`src/rtl/dbg_ctl_pkg.sv`:
```
// Package with register map, field positions, encodings and reset values
package dbg_ctl_pkg;
    // Register indices (word indices; the byte address is four times the index)
    localparam logic [7:0] IDX_DEBUG_CONTROL_ONE    = 8'h20;
    localparam logic [7:0] IDX_DEBUG_STATUS         = 8'h21;
    localparam logic [7:0] IDX_TRACE_CONTROL        = 8'h22;
    localparam logic [7:0] IDX_COMPARATOR_MATCH_CTL = 8'h23;
    localparam logic [7:0] IDX_TRACE_COUNT          = 8'h26;
    localparam logic [7:0] IDX_SEQ_WINDOW           = 8'h27;
    localparam logic [7:0] IDX_BANK_SELECT_VIEW     = 8'h28;
    localparam int         ADDR_W                   = 10;
    // Field positions
    localparam int ARM_BIT       = 7;
    localparam int TRIG_BIT      = 6;
    localparam int BDM_BIT       = 4;
    localparam int BRK_BIT       = 3;
    localparam int FULL_BIT      = 7;
    localparam int SOURCE_BIT    = 6;
    localparam int MODE_HI       = 3;
    localparam int MODE_LO       = 2;
    localparam int ALIGN_BIT     = 0;
    // Trace depth
    localparam logic [6:0] TRACE_LINES = 7'h40;
    // Reset values
    localparam logic [7:0] RESET_BYTE  = 8'h00;
    // Sequencer state encoding
    typedef enum logic [2:0] {
        SEQ_DISARMED = 3'b000,
        SEQ_STATE1   = 3'b001,
        SEQ_STATE2   = 3'b010,
        SEQ_STATE3   = 3'b011,
        SEQ_FINAL    = 3'b100
    } seq_state_t;
    // Trace modes
    localparam logic [1:0] MODE_NORMAL  = 2'h0;
    localparam logic [1:0] MODE_LOOP    = 2'h1;
    localparam logic [1:0] MODE_DETAIL  = 2'h2;
    localparam logic [1:0] MODE_PC      = 2'h3;
    // Match mapping codes
    localparam logic [1:0] MAP_DIRECT   = 2'h0;
    localparam logic [1:0] MAP_INSIDE   = 2'h1;
    localparam logic [1:0] MAP_OUTSIDE  = 2'h2;
    localparam logic [1:0] MAP_RESERVED = 2'h3;
endpackage

```
`src/rtl/match_mapper.sv`:
```
// Comparator A/B match mapping onto match zero and match one
module match_mapper (
    input  wire logic       clk_sys,
    input  wire logic       reset_n,
    input  wire logic [1:0] match_mapping,
    input  wire logic       comp_a_match,
    input  wire logic       comp_b_match,
    input  wire logic       addr_above_a,
    input  wire logic       addr_below_b,
    output logic            match_zero_r,
    output logic            match_one_r
);
    // Range decode from the two bounds
    wire inside_w  = addr_above_a & addr_below_b;
    wire zero_nxt  = (match_mapping == dbg_ctl_pkg::MAP_DIRECT)  ? comp_a_match :
                     (match_mapping == dbg_ctl_pkg::MAP_INSIDE)  ? inside_w :
                     (match_mapping == dbg_ctl_pkg::MAP_OUTSIDE) ? ~inside_w :
                     comp_a_match;
    // Match one only in direct mapping
    wire one_nxt   = (match_mapping == dbg_ctl_pkg::MAP_DIRECT) & comp_b_match;

    // Registered outputs
    always_ff @(posedge clk_sys) begin
        if (!reset_n) begin
            match_zero_r <= 1'b0;
            match_one_r  <= 1'b0;
        end else begin
            match_zero_r <= zero_nxt;
            match_one_r  <= one_nxt;
        end
    end
endmodule

```
`src/rtl/trace_mode_decoder.sv`:
```
// Decodes trace mode and alignment into trace store controls
module trace_mode_decoder (
    input  wire logic       clk_sys,
    input  wire logic       reset_n,
    input  wire logic [1:0] trace_mode,
    input  wire logic       trigger_alignment,
    input  wire logic       tracing_allowed,
    output logic            store_flow_r,
    output logic            suppress_repeat_r,
    output logic            store_access_r,
    output logic            store_pc_r,
    output logic            align_begin_r
);
    // Mode decode, gated by tracing permission; loop mode sets both flow and repeat suppression
    wire flow_w   = tracing_allowed & ((trace_mode == dbg_ctl_pkg::MODE_NORMAL) |
                                       (trace_mode == dbg_ctl_pkg::MODE_LOOP));
    wire loop_w   = tracing_allowed & (trace_mode == dbg_ctl_pkg::MODE_LOOP);
    wire detail_w = tracing_allowed & (trace_mode == dbg_ctl_pkg::MODE_DETAIL);
    wire pc_w     = tracing_allowed & (trace_mode == dbg_ctl_pkg::MODE_PC);

    // Registered controls
    always_ff @(posedge clk_sys) begin
        if (!reset_n) begin
            store_flow_r      <= 1'b0;
            suppress_repeat_r <= 1'b0;
            store_access_r    <= 1'b0;
            store_pc_r        <= 1'b0;
            align_begin_r     <= 1'b0;
        end else begin
            store_flow_r      <= flow_w;
            suppress_repeat_r <= loop_w;
            store_access_r    <= detail_w;
            store_pc_r        <= pc_w;
            align_begin_r     <= trigger_alignment;
        end
    end
endmodule

```
`src/rtl/debug_status_trace_control.sv`:
```
// Debug control, status, trace control and match mapping registers on Wishbone

// Notes on behaviour
// - Bank select picks window bank and 0x27
// - Armed: only arm, trigger, bank select written
// - Full flag after 64 lines since arming
// - Full cleared by arm write or power-on
// - Full flag in status and count bit7
// - Sequencer flags encode disarmed, states, final
// - Flags follow each sequencer state change
// - Software disarm keeps last flags
// - Internal session end clears flags to zero
// - Arming enters state one, flags 001
// - Source write unsecured and disarmed; others disarmed
// - Source enables tracing; secure blocks it
// - Trace buffer readable only with source set
// - Modes 00 flow, 01 flow without repeats
// - Modes 10 accesses, 11 compressed PC
// - Alignment 0 trigger at end, 1 begin
// - Match control writable only when disarmed
// - Map 00: A to zero, B to one
// - Map 01: inside range, one disabled
// - Map 10: outside range, one disabled
// - Map 11: A only, B disabled
module debug_status_trace_control (
    input  wire logic        clk_sys,
    input  wire logic        reset_n,
    input  wire logic        por_n,
    // Wishbone classic slave
    input  wire logic        wb_cyc_i,
    input  wire logic        wb_stb_i,
    input  wire logic        wb_we_i,
    input  wire logic [11:0] wb_adr_i,
    input  wire logic [3:0]  wb_sel_i,
    input  wire logic [31:0] wb_dat_i,
    output logic      [31:0] wb_dat_o,
    output logic             wb_ack_o,
    // System and sequencer interface
    input  wire logic        secured,
    input  wire logic        seq_advance,
    input  wire logic [2:0]  seq_next_state,
    input  wire logic        session_end_event,
    input  wire logic        trace_line_stored,
    input  wire logic [7:0]  seq_reg_one,
    input  wire logic [7:0]  seq_reg_two,
    input  wire logic [7:0]  seq_reg_three,
    input  wire logic [7:0]  match_flags,
    input  wire logic        comp_a_match,
    input  wire logic        comp_b_match,
    input  wire logic        addr_above_a,
    input  wire logic        addr_below_b,
    // Control outputs
    output logic             armed_r,
    output logic             trigger_req_r,
    output logic [1:0]       comparator_bank_select_r,
    output logic             trace_read_enable_r,
    output logic             match_zero_r,
    output logic             match_one_r,
    output logic             store_flow_r,
    output logic             suppress_repeat_r,
    output logic             store_access_r,
    output logic             store_pc_r,
    output logic             align_begin_r
);
    // Register state
    logic [1:0] ctl_hi_r;                 // Breakpoint target and enable bits
    logic       trace_source_enable_r;    // Trace source
    logic [1:0] trace_mode_r;             // Trace mode
    logic       trigger_alignment_r;      // Trigger alignment
    logic [1:0] match_mapping_r;          // Match mapping
    logic [2:0] sequencer_state_flags_r;  // Sequencer flags
    logic       trace_full_flag_r;        // Trace full
    logic [5:0] trace_count_r;            // Line count

    // Byte lane zero carries the data for every index
    function automatic logic [7:0] lane_byte(input logic [31:0] word, input logic [3:0] sel);
        lane_byte = sel[0] ? word[7:0] : 8'h00;
    endfunction

    // Bus decode
    wire        req_w      = wb_cyc_i & wb_stb_i & ~wb_ack_o;
    wire [9:0]  index_w    = wb_adr_i[11:2];
    wire        wr_w       = req_w & wb_we_i & wb_sel_i[0];
    wire [7:0]  wbyte_w    = lane_byte(wb_dat_i, wb_sel_i);
    wire        hit_c1_w   = (index_w == {2'b00, dbg_ctl_pkg::IDX_DEBUG_CONTROL_ONE});
    wire        hit_sr_w   = (index_w == {2'b00, dbg_ctl_pkg::IDX_DEBUG_STATUS});
    wire        hit_tc_w   = (index_w == {2'b00, dbg_ctl_pkg::IDX_TRACE_CONTROL});
    wire        hit_mc_w   = (index_w == {2'b00, dbg_ctl_pkg::IDX_COMPARATOR_MATCH_CTL});
    wire        hit_cnt_w  = (index_w == {2'b00, dbg_ctl_pkg::IDX_TRACE_COUNT});
    wire        hit_seq_w  = (index_w == {2'b00, dbg_ctl_pkg::IDX_SEQ_WINDOW});
    wire        hit_bank_w = (index_w == {2'b00, dbg_ctl_pkg::IDX_BANK_SELECT_VIEW});

    // Control register one writes
    wire        wr_c1_w    = wr_w & hit_c1_w;
    wire        arm_set_w  = wr_c1_w & wbyte_w[dbg_ctl_pkg::ARM_BIT];
    wire        arm_clr_w  = wr_c1_w & ~wbyte_w[dbg_ctl_pkg::ARM_BIT];
    wire        trig_w     = wr_c1_w & wbyte_w[dbg_ctl_pkg::TRIG_BIT];
    // Both trigger and arm written while armed ends the session
    wire        end_by_sw_w = arm_clr_w | (trig_w & wbyte_w[dbg_ctl_pkg::ARM_BIT] & armed_r);
    // Guarded writes: other bits only while disarmed
    wire        wr_c1_lock_w = wr_c1_w & ~armed_r;
    wire        wr_src_w   = wr_w & hit_tc_w & ~armed_r & ~secured;
    wire        wr_mode_w  = wr_w & hit_tc_w & ~armed_r;
    wire        wr_map_w   = wr_w & hit_mc_w & ~armed_r;

    // Visible sequencer register at 0x27
    wire [7:0]  seq_view_w = (comparator_bank_select_r == 2'h0) ? seq_reg_one :
                             (comparator_bank_select_r == 2'h1) ? seq_reg_two :
                             (comparator_bank_select_r == 2'h2) ? seq_reg_three :
                             match_flags;

    // Status image: bits 6:3 read zero
    wire [7:0]  status_w   = {trace_full_flag_r, 4'h0, sequencer_state_flags_r};
    wire [7:0]  count_w    = {trace_full_flag_r, 1'b0, trace_count_r};
    wire [7:0]  c1_w       = {armed_r, 1'b0, 1'b0, ctl_hi_r, 1'b0, comparator_bank_select_r};
    wire [7:0]  tc_w       = {1'b0, trace_source_enable_r, 2'b00, trace_mode_r, 1'b0,
                              trigger_alignment_r};
    wire [7:0]  mc_w       = {6'h00, match_mapping_r};
    wire [7:0]  rd_byte_w  = hit_c1_w   ? c1_w :
                             hit_sr_w   ? status_w :
                             hit_tc_w   ? tc_w :
                             hit_mc_w   ? mc_w :
                             hit_cnt_w  ? count_w :
                             hit_seq_w  ? seq_view_w :
                             hit_bank_w ? {6'h00, comparator_bank_select_r} :
                             8'h00;

    // Internal session end, last trace line and tracing permission
    wire        internal_end_w = armed_r & session_end_event;
    wire        line_full_w    = armed_r & trace_line_stored &
                                 ({1'b0, trace_count_r} == dbg_ctl_pkg::TRACE_LINES - 7'h01);
    wire        tracing_ok_w   = trace_source_enable_r & ~secured;

    // Bus answer: ack one cycle after request, dropped the next
    always_ff @(posedge clk_sys) begin
        if (!reset_n) begin
            wb_ack_o   <= 1'b0;
            wb_dat_o   <= 32'h0000_0000;
        end else begin
            wb_ack_o   <= req_w;
            wb_dat_o   <= req_w ? {24'h000000, rd_byte_w} : 32'h0000_0000;
        end
    end

    // Control register one
    always_ff @(posedge clk_sys) begin
        if (!reset_n) begin
            armed_r                  <= 1'b0;
            ctl_hi_r                 <= 2'b00;
            comparator_bank_select_r <= 2'b00;
            trigger_req_r            <= 1'b0;
        end else begin
            trigger_req_r <= trig_w & ~secured;
            if (wr_c1_w) begin
                comparator_bank_select_r <= wbyte_w[1:0];
            end
            if (wr_c1_lock_w) begin
                ctl_hi_r <= wbyte_w[dbg_ctl_pkg::BDM_BIT:dbg_ctl_pkg::BRK_BIT];
            end
            // Session end wins over arm request
            if (end_by_sw_w | internal_end_w) begin
                armed_r <= 1'b0;
            end else if (arm_set_w) begin
                armed_r <= 1'b1;
            end
        end
    end

    // Trace control and match mapping registers
    always_ff @(posedge clk_sys) begin
        if (!reset_n) begin
            trace_source_enable_r <= 1'b0;
            trace_mode_r          <= dbg_ctl_pkg::MODE_NORMAL;
            trigger_alignment_r   <= 1'b0;
            match_mapping_r       <= dbg_ctl_pkg::MAP_DIRECT;
        end else begin
            if (secured) begin
                trace_source_enable_r <= 1'b0;
            end else if (wr_src_w) begin
                trace_source_enable_r <= wbyte_w[dbg_ctl_pkg::SOURCE_BIT];
            end
            if (wr_mode_w) begin
                trace_mode_r        <= wbyte_w[dbg_ctl_pkg::MODE_HI:dbg_ctl_pkg::MODE_LO];
                trigger_alignment_r <= wbyte_w[dbg_ctl_pkg::ALIGN_BIT];
            end
            if (wr_map_w) begin
                match_mapping_r <= wbyte_w[1:0];
            end
        end
    end

    // Trace buffer read permission
    always_ff @(posedge clk_sys) begin
        if (!reset_n) begin
            trace_read_enable_r <= 1'b0;
        end else begin
            trace_read_enable_r <= trace_source_enable_r & ~armed_r & ~secured;
        end
    end

    // Sequencer flags
    always_ff @(posedge clk_sys) begin
        if (!reset_n) begin
            sequencer_state_flags_r <= dbg_ctl_pkg::SEQ_DISARMED;
        end else if (internal_end_w) begin
            sequencer_state_flags_r <= dbg_ctl_pkg::SEQ_DISARMED;
        end else if (arm_set_w & ~end_by_sw_w & ~armed_r) begin
            sequencer_state_flags_r <= dbg_ctl_pkg::SEQ_STATE1;
        end else if (armed_r & ~end_by_sw_w & seq_advance & ~seq_next_state[2]) begin
            sequencer_state_flags_r <= seq_next_state;
        end else if (armed_r & ~end_by_sw_w & seq_advance) begin
            sequencer_state_flags_r <= dbg_ctl_pkg::SEQ_FINAL;
        end
        // Software disarm leaves flags untouched
    end

    // Trace count and full flag; power-on reset or an arm write clears them, reset_n does not
    always_ff @(posedge clk_sys) begin
        if (!por_n) begin
            trace_full_flag_r <= 1'b0;
            trace_count_r     <= 6'h00;
        end else if (arm_set_w) begin
            trace_full_flag_r <= 1'b0;
            trace_count_r     <= 6'h00;
        end else if (armed_r & trace_line_stored) begin
            trace_count_r <= trace_count_r + 6'h01;
            if (line_full_w) begin
                trace_full_flag_r <= 1'b1;
            end
        end
    end

    // Trace store control decode
    trace_mode_decoder i_trace_mode_decoder (
        .clk_sys           (clk_sys),
        .reset_n           (reset_n),
        .trace_mode        (trace_mode_r),
        .trigger_alignment (trigger_alignment_r),
        .tracing_allowed   (tracing_ok_w),
        .store_flow_r      (store_flow_r),
        .suppress_repeat_r (suppress_repeat_r),
        .store_access_r    (store_access_r),
        .store_pc_r        (store_pc_r),
        .align_begin_r     (align_begin_r)
    );

    // Comparator match mapping
    match_mapper i_match_mapper (
        .clk_sys       (clk_sys),
        .reset_n       (reset_n),
        .match_mapping (match_mapping_r),
        .comp_a_match  (comp_a_match),
        .comp_b_match  (comp_b_match),
        .addr_above_a  (addr_above_a),
        .addr_below_b  (addr_below_b),
        .match_zero_r  (match_zero_r),
        .match_one_r   (match_one_r)
    );
endmodule

```
`config.mk`:
```
export PLATFORM = sky130hd
export DESIGN_NAME = debug_status_trace_control
export DESIGN_NICKNAME = d
export VERILOG_FILES = /design/src/rtl/dbg_ctl_pkg.sv /design/src/rtl/match_mapper.sv /design/src/rtl/trace_mode_decoder.sv /design/src/rtl/debug_status_trace_control.sv
export SDC_FILE = /design/constraint.sdc
export NUM_CORES = 1
export LEC_CHECK = 0
export BUFFER_PORTS_ARGS = -buffer_cell sky130_fd_sc_hd__buf_2
export CAP_MARGIN = 30
export CORE_AREA = 2 2 81 83
export CTS_CLUSTER_DIAMETER = 120
export DETAILED_ROUTE_END_ITERATION = 8
export DIE_AREA = 0 0 83 85
export PLACE_DENSITY = 0.87
export SYNTH_ARGS = -nofsm -noshare
export SYNTH_HDL_FRONTEND = slang
export SYNTH_HIERARCHICAL = 1
export SYNTH_SLANG_ARGS = --single-unit
```
`constraint.sdc`:
```
create_clock -name clk_sys -period 1.9 [get_ports clk_sys]
set_input_delay 0 -clock clk_sys [delete_from_list [all_inputs] [get_ports clk_sys]]
set_output_delay 0 -clock clk_sys [all_outputs]
set_load 0.01 [all_outputs]
```
[After elaboration in Yosys (flattened, before gate mapping)]
Cells that the tools add are included.
Storage, ports and cells
  word-level logic and storage cells: 121
  register bits: 63
  bits of input ports: 97
Operators by class
  eq/ne operators: 15
  reduce and logical (&&, ||, !) cells: 15
  bitwise gates (word level): 47
  muxes and demuxes: 17
  $add $sub $neg: 1
Operators with widths (count)
  2-to-1 mux 8 bit: 10
  equality test 10 x 6 -> 1 bit, second input constant: 7
  bitwise AND 1 bit: 34
  inverter 1 bit: 10
  equality test 2 bit, second input constant: 4
  OR reduction 2 bit: 4
  adder 6 x 1 -> 6 bit, second input constant: 1
  equality test 2 x 1 -> 1 bit, second input constant: 3
  equality test 6 bit, second input constant: 1
  zero test 2 bit: 3
  2-to-1 mux 3 bit: 2
  OR reduction 3 bit: 2
  OR reduction 6 bit: 1
  2-to-1 mux 1 bit: 4
  AND reduction 2 bit: 2
  OR reduction 4 bit: 1
  bitwise OR 1 bit: 3
  nonzero test 3 bit: 1
  2-to-1 mux 2 bit: 1
  nonzero test 2 bit: 1

[Longest topological paths before layout]
Gate-level depths: netlist of the first run.
  depth in word-level cells: 15
  mapped depth: 6

[Cells and area by module]
The synthesis of the first run kept the hierarchy.
Modules (own cells, without submodules)
  debug_status_trace_control: area an instance 2103.3 sq um, cells each 243, times used 1, sequential area each 640.6 sq um
  trace_mode_decoder: area an instance 146.4 sq um, cells each 10, times used 1, sequential area each 100.1 sq um
  match_mapper: area an instance 83.8 sq um, cells each 10, times used 1, sequential area each 40.0 sq um

[Least setup slack after synthesis of the first run]
No wires, ideal clock.
  path type: reg-to-reg
  from: register comparator_bank_select_r[0]
  to: register wb_dat_o[2]
  stages on the path, launching flop included: 6
  setup time: 0.132 ns
  arrival: 1.722 ns
  slack: 0.046 ns
  buffers on the path: 1
  clock period less this slack: 1.854 ns
  cell sequence: dfxtp_1 > buf_1 > mux4_2 > a22o_1 > nand3_1 > o31ai_1
Between the ends
  word-level cells in the longest chain between the ends: 9
Ends and longest elaborated chain
  start, declared: line debug_status_trace_control.sv:55  | output logic [1:0] comparator_bank_select_r,
  start signal, assigned: line debug_status_trace_control.sv:155  | comparator_bank_select_r <= wbyte_w[1:0];
  equality test 2 bit: line debug_status_trace_control.sv:109  | (comparator_bank_select_r == 2'h2) ? seq_reg_three :
  2-to-1 mux 8 bit: line debug_status_trace_control.sv:109
  2-to-1 mux 8 bit: line debug_status_trace_control.sv:108  | (comparator_bank_select_r == 2'h1) ? seq_reg_two :
  2-to-1 mux 8 bit *: line debug_status_trace_control.sv:107  | wire [7:0] seq_view_w = (comparator_bank_select_r == 2'h0) ? seq_reg_one :
  2-to-1 mux 8 bit *: line debug_status_trace_control.sv:124  | hit_seq_w ? seq_view_w :
  2-to-1 mux 8 bit *: line debug_status_trace_control.sv:123  | hit_cnt_w ? count_w :
  2-to-1 mux 8 bit *: line debug_status_trace_control.sv:122  | hit_mc_w ? mc_w :
  2-to-1 mux 8 bit *: line debug_status_trace_control.sv:121  | hit_tc_w ? tc_w :
  2-to-1 mux 8 bit *: line debug_status_trace_control.sv:120  | hit_sr_w ? status_w :
  end signal, assigned: line debug_status_trace_control.sv:141  | wb_dat_o <= req_w ? {24'h000000, rd_byte_w} : 32'h0000_0000;
  end, declared: line debug_status_trace_control.sv:36  | output logic [31:0] wb_dat_o,
Mark *: on every way between the ends. The rest lies on a longest branch, timed or not.
A chain may end at the register's enable or synchronous reset.

[Worst setup path after layout of the first run]
  from: register comparator_bank_select_r[0]
  to: register wb_dat_o[0]
Between the ends
  word-level cells in the longest chain between the ends: 10
Ends and longest elaborated chain
  equality test 2 bit: line debug_status_trace_control.sv:109
  2-to-1 mux 8 bit: line debug_status_trace_control.sv:109
  2-to-1 mux 8 bit: line debug_status_trace_control.sv:108
  2-to-1 mux 8 bit: line debug_status_trace_control.sv:107
  2-to-1 mux 8 bit: line debug_status_trace_control.sv:124
  2-to-1 mux 8 bit: line debug_status_trace_control.sv:123
  2-to-1 mux 8 bit: line debug_status_trace_control.sv:122
  2-to-1 mux 8 bit: line debug_status_trace_control.sv:121
  2-to-1 mux 8 bit: line debug_status_trace_control.sv:120
  2-to-1 mux 8 bit *: line debug_status_trace_control.sv:119  | wire [7:0] rd_byte_w = hit_c1_w ? c1_w :
Marks and branches as above.

==> reports/metrics.yaml, run 1 <==
floorplanning:
  coreArea_um2: 6200
  io-pin-count: 142
  start_util_pct: 37.6
  core.rowCount: 29
  die_w_um: 83
  die_y_um: 85
  dieArea_um2: 7060
synth:
  synth_area_per_cell_um2: 8.87
  syn-cell-area_um2: 2330
  syn-instance-count: 263
  yosysUniqueCellTypes: 56
  ys.flop_type: "dfxtp_1"
  yosys_warnings: 6
  synth_edf_count: 0
  ys_seq_area_share_pct: 33.5
  async_flop_share_pct: 0
  ys_seq_elements: 39
drt:
  first_pass_iters: 4
  wl_mm: 6.28
  postRouteAntennaNets: 0
  drc: 0
  wl_per_cell_um: 14.2
  vias: 2366
  via_per_inst: 5.34
  drtIter0Drc: 169
worst_setup_path:
  path_buf_inv: 1
  cp-end-kind: "flip-flop"
  worstPathCellList: "buf_4 -> mux4_2 -> o211ai_1 -> a211oi_1"
  crit_fanout: 7
  crit_slowest_cell: "mux4_2"
  cpLargestDelayFamily: "multiplexers"
  cp-start-kind: "flip-flop"
  slowest_delay_ns: 0.52
  cp.arrival_ns: 1.84
  critPathRequiredTime_ns: 2.07
  crit_type: "reg -> reg"
clocking:
  cts_tree: "done"
  cts_buffers: 5
  post_cts_buffers: 0
  path_clk_slew_ns: 0.08
  postCtsHoldBufs: 5
  cts_resized: 0
  htree_levels: 2
  cts-root-buf: "clkbuf_8"
  clock-sinks: 39
  clockBufferDepth: 2
  clk_latency_ns: 0.29
timing:
  rsz0062_at_grt: "no"
  min_period_over_period_pct: 87.6
  hold_viol: 1
  setup_viol: 0
  finalCriticalPeriod_ns: 1.66
  fmaxAchievable_mhz: 601
  worst_slack_ns: 0.235
  tns_ns: 0
  holdWs_ns: -0.00189
  clock-skew-final_ns: 0.00219
  maxSlewViolCount: 0
pwr:
  power_density_nw_per_um2: 583
  irDropWorstVdd_mv: 0.302
  cellLeakagePower_uw: 0.00130
finish:
  diodes: 0
  drive_gt1_share_pct: 35.0
  layout.nets: 463
  final_cell_mix: "buf_2, dfxtp_1, conb_1"
  design_area_um2: 3020
  layout_commonest_cell: "buf_2"
  n_fill_cell: 597
  areaGrowthSynthToFinish_pct: 29.3
placed_design:
  place.gp.congestion: 0.907
  port_buffers: 87
  placed_area_um2: 2850
  hpwlAfterDp_mm: 4.99
  dp_slack_ns: 0.165
run_status:
  run_status: "finished, violations left"
  violations: "negative hold slack"
global_route:
  grt_usage_pct: 17.7
  grt_pass1_vias: 2175
  grt_pass1_wl_mm: 10.2
  globalRouteOverflowTotal: 0
  antenna_found_initial: 0
  grt_max_degree: 18
hold_path:
  hold_path.class: "in -> reg"
job:
  maxCapViolCount: 0
-- kinds of logic (layout without fill, tap and decap cells) --
family | Yosys count | in the layout | share of synthesized area [%]
AO/OA/AOI/OAI | 59 | 59 | 16.8
XOR/XNOR | 5 | 5 | 1.88
adder cells (fa/ha/maj) | 1 | 1 | 0.536
buffers and inverters | 42 | 122 | 10.7
flip-flops | 39 | 39 | 33.5
multiplexers | 16 | 16 | 11.2
other | 1 | 24 | 0.161
AND/OR/NAND/NOR | 100 | 100 | 25.3
-- final timing paths --
| check | start | endpoint | slack [ns] | depth (start not counted) |
|---|---|---|---|---|
| max reg2reg | comparator_bank_select_r[0] | wb_dat_o[0] | 0.24 | 4 |
| min | wb_dat_i[1] | match_mapping_r[1] | -0.002 | 3 |
| max | comparator_bank_select_r[0] | wb_dat_o[0] | 0.24 | 4 |
| min reg2reg | ctl_hi_r[0] | ctl_hi_r[0] | 0.48 | 2 |
-- where the power goes --
part	internal (µW)	switching (µW)
clock	425	291
sequential	820	0.801
combinational	102	121
-- flip-flops by register name (all words and copies together), names as in the netlist, 2 cells and up --
signal                    cells
wb_dat_o                      8
trace_count_r                 6
sequencer_state_flags_r       3
comparator_bank_select_r      2
ctl_hi_r                      2
match_mapping_r               2
trace_mode_r                  2
-- metrics by stage --
step                total power [µW]  util [%]  cells
detailed placement              1050      45.9    430
global placement                1050      45.9    430
global route                    1830      48.6    443
finish                          1760      48.6    443
floorplan                        979         -    286
CTS                             1770      48.6    443
-- layer usage --
layer	global-route usage, %	wire [µm]	up-vias
li1	-	-	1139
met1	22.0	2540	1108
met2	30.7	3020	112
met3	4.18	652	7
met4	4.77	67	0
met5	0	0	-
-- Yosys cell counts (all sizes together), types with 5 or more instances --
library cell	count	area share (%)
nand2	15	2.4
nand4	13	3.5
dfxtp	39	33
mux4	8	7.7
buf	26	8.1
nand2b	5	1.3
nand3	6	1.3
o21ai	18	3.9
a21oi	13	2.8
nor3	7	1.5
clkbuf	11	1.8
mux2i	7	3.0
nor2	17	2.7
-- tightest hold or removal path, cell delays in order --
cell,delay [ns]
buf_2,0.10
nand4_1,0.07
a21oi_1,0.06
-- final cells by class --
| class | count | area, µm² | area share, % |
|---|---|---|---|
| Multi-Input combinational cell | 205 | 1390 | 46.1 |
| Sequential cell | 39 | 781 | 25.9 |
| Timing Repair Buffer | 109 | 613 | 20.3 |
| Tap cell | 77 | 96.3 | 3.19 |
| Clock buffer | 6 | 82.6 | 2.74 |
| Clock inverter | 2 | 35.0 | 1.16 |
| Inverter | 5 | 18.8 | 0.622 |
Power figures use the tool's default switching activity.
==> inputs of run 2 (changes only) <==
--- a/config.mk
+++ b/config.mk
@@ -5,12 +5,13 @@
 export SDC_FILE = /design/constraint.sdc
 export NUM_CORES = 1
 export LEC_CHECK = 0
-export BUFFER_PORTS_ARGS = -buffer_cell sky130_fd_sc_hd__buf_2
+export BUFFER_PORTS_ARGS = -buffer_cell sky130_fd_sc_hd__clkbuf_2
 export CAP_MARGIN = 30
 export CORE_AREA = 2 2 81 83
 export CTS_CLUSTER_DIAMETER = 120
 export DETAILED_ROUTE_END_ITERATION = 8
 export DIE_AREA = 0 0 83 85
+export GPL_ROUTABILITY_DRIVEN = 0
 export PLACE_DENSITY = 0.87
 export SYNTH_ARGS = -nofsm -noshare
 export SYNTH_HDL_FRONTEND = slang
==> run 2 against run 1 <==
Effect of this change:
- the flow now finishes without violations
- via count is 1.3% higher
- wire length grew 3.4%
- cell count is 0.68% higher
- flip-flop and latch count is the same
- setup slack worse by 0.026 ns
==> reports/metrics.yaml, run 2 (synthesized netlist as in run 1, its figures left out) <==
pwr:
  cellLeakagePower_uw: 0.00131
  power_frac_clock_pct: 40.3
  seq_power_share_pct: 46.6
  irDropWorstVdd_mv: 0.337
  combPwrFrac_pct: 13.1
  p_sw_share_pct: 23.4
  power_switching_uw: 411
  power_density_nw_per_um2: 579
  intPower_uw: 1350
clocking:
  path_clk_slew_ns: 0.08
  cts-root-buf: "clkbuf_8"
  cts_buffers: 5
  clock-sinks: 39
  cts_resized: 0
  postCtsHoldBufs: 6
  cts_tree: "done"
  htree_levels: 2
  clk_latency_ns: 0.30
  post_cts_buffers: 0
  clockBufferDepth: 2
worst_setup_path:
  reg2reg_from: "comparator_bank_select_r[0]"
  crit_fanout: 5
  cp-start-kind: "flip-flop"
  crit_slowest_cell: "mux4_2"
  critPathRequiredTime_ns: 2.09
  cp-startpoint: "comparator_bank_select_r[0]"
  worstPathCellList: "mux4_2 -> a32o_1 -> a32o_1"
  cp-end-kind: "flip-flop"
  crit_top_cell: "a32o_1"
  crit_type: "reg -> reg"
  cpLargestDelayFamily: "multiplexers"
  cp.arrival_ns: 1.88
  slowest_delay_ns: 0.56
  path_buf_inv: 0
global_route:
  grt_max_degree: 16
  grt_pass1_wl_mm: 10.5
  grt_usage_pct: 18.4
  globalRouteOverflowTotal: 0
  grt_pass1_vias: 2287
  antenna_found_initial: 0
finish:
  layout.nets: 466
  drive_gt1_share_pct: 35.2
  n_fill_cell: 565
  layout_commonest_cell: "clkbuf_2"
  multi_input_area_um2: 1390
  regArea_um2: 781
  areaGrowthSynthToFinish_pct: 30.3
  final_cell_mix: "clkbuf_2, dfxtp_1, conb_1"
  diodes: 0
  top_regs: "wb_dat_o (8), trace_count_r (6), sequencer_state_flags_r (3)"
  design_area_um2: 3040
  max_flop_register: "wb_dat_o"
  largest_reg_flops: 8
drt:
  via_per_inst: 5.37
  first_pass_iters: 4
  drtIter0Drc: 225
  wl_per_cell_um: 14.6
  postRouteAntennaNets: 0
  vias: 2396
  wl_mm: 6.50
  drc: 0
placed_design:
  hpwlAfterDp_mm: 5.11
  port_buffers: 87
  placed_area_um2: 2860
  dp_slack_ns: 0.157
run_status:
  run_status: "completed"
floorplanning:
  coreArea_um2: 6200
  dieArea_um2: 7060
  die_y_um: 85
  io-pin-count: 142
  die_w_um: 83
  start_util_pct: 37.6
  core.rowCount: 29
timing:
  maxSlewViolCount: 0
  min_period_over_period_pct: 89.0
  fmaxAchievable_mhz: 592
  tns_ns: 0
  rsz0062_at_grt: "no"
  worst_slack_ns: 0.209
  setup_viol: 0
  clock-skew-final_ns: 0.00784
  finalCriticalPeriod_ns: 1.69
  hold_viol: 0
job:
  maxCapViolCount: 0
hold_path:
  hold_path.class: "in -> reg"
  hp-start: "wb_dat_i[0]"
run 2: path summary, 6_finish.rpt:
| check | to | slack (ns) | cells after the start |
|---|---|---|---|
| worst max-delay path | wb_dat_o[7] | 0.21 | 3 |
| worst min-delay path | trigger_alignment_r | 0.01 | 3 |
| worst max register to register | wb_dat_o[7] | 0.21 | 3 |
| worst min register to register | ctl_hi_r[0] | 0.48 | 2 |
run 2: worst register-to-register path, stage by stage (launching register included):
cell and delay (ns):
dfxtp_1 0.51, mux4_2 0.56, a32o_1 0.27, a32o_1 0.24
run 2: routing by layer:
metal / track usage, % / up-vias / share of wire [%]
met1: 22.0 / 1087 / 41
met4: 9.99 / 0 / 3.5
met5: 0 / - / 0
met3: 5.16 / 20 / 10
li1: - / 1149 / -
met2: 30.0 / 140 / 46
run 2: metrics by stage:
stage	util, %	hold slack, ns	total power (µW)	instances
after floorplan	-	0.118	979	286
after global placement	46.2	0.212	1050	432
after detailed placement	46.2	0.214	1060	432
after CTS	49.0	0.00264	1780	446
after global routing	49.0	0.0179	1830	446
final	49.0	0.0139	1760	446
run 2: power by group through the flow:
stage | registers [µW] | logic (µW) | clock network [µW]
2_1_floorplan | 842 | 138 | 0
3_3_place_gp | 840 | 210 | 0
3_5_place_dp | 840 | 217 | 0
4_1_cts | 821 | 227 | 730
5_1_grt | 821 | 254 | 754
6_report | 821 | 230 | 710
run 2: area by class of cell:
type / count / area share [%]
inverter: 5 / 0.617
multi-input combinational: 205 / 45.7
sequential: 39 / 25.7
clock inverter: 2 / 1.15
clock buffer: 6 / 2.71
timing repair buffer: 112 / 21.0
tap: 77 / 3.17
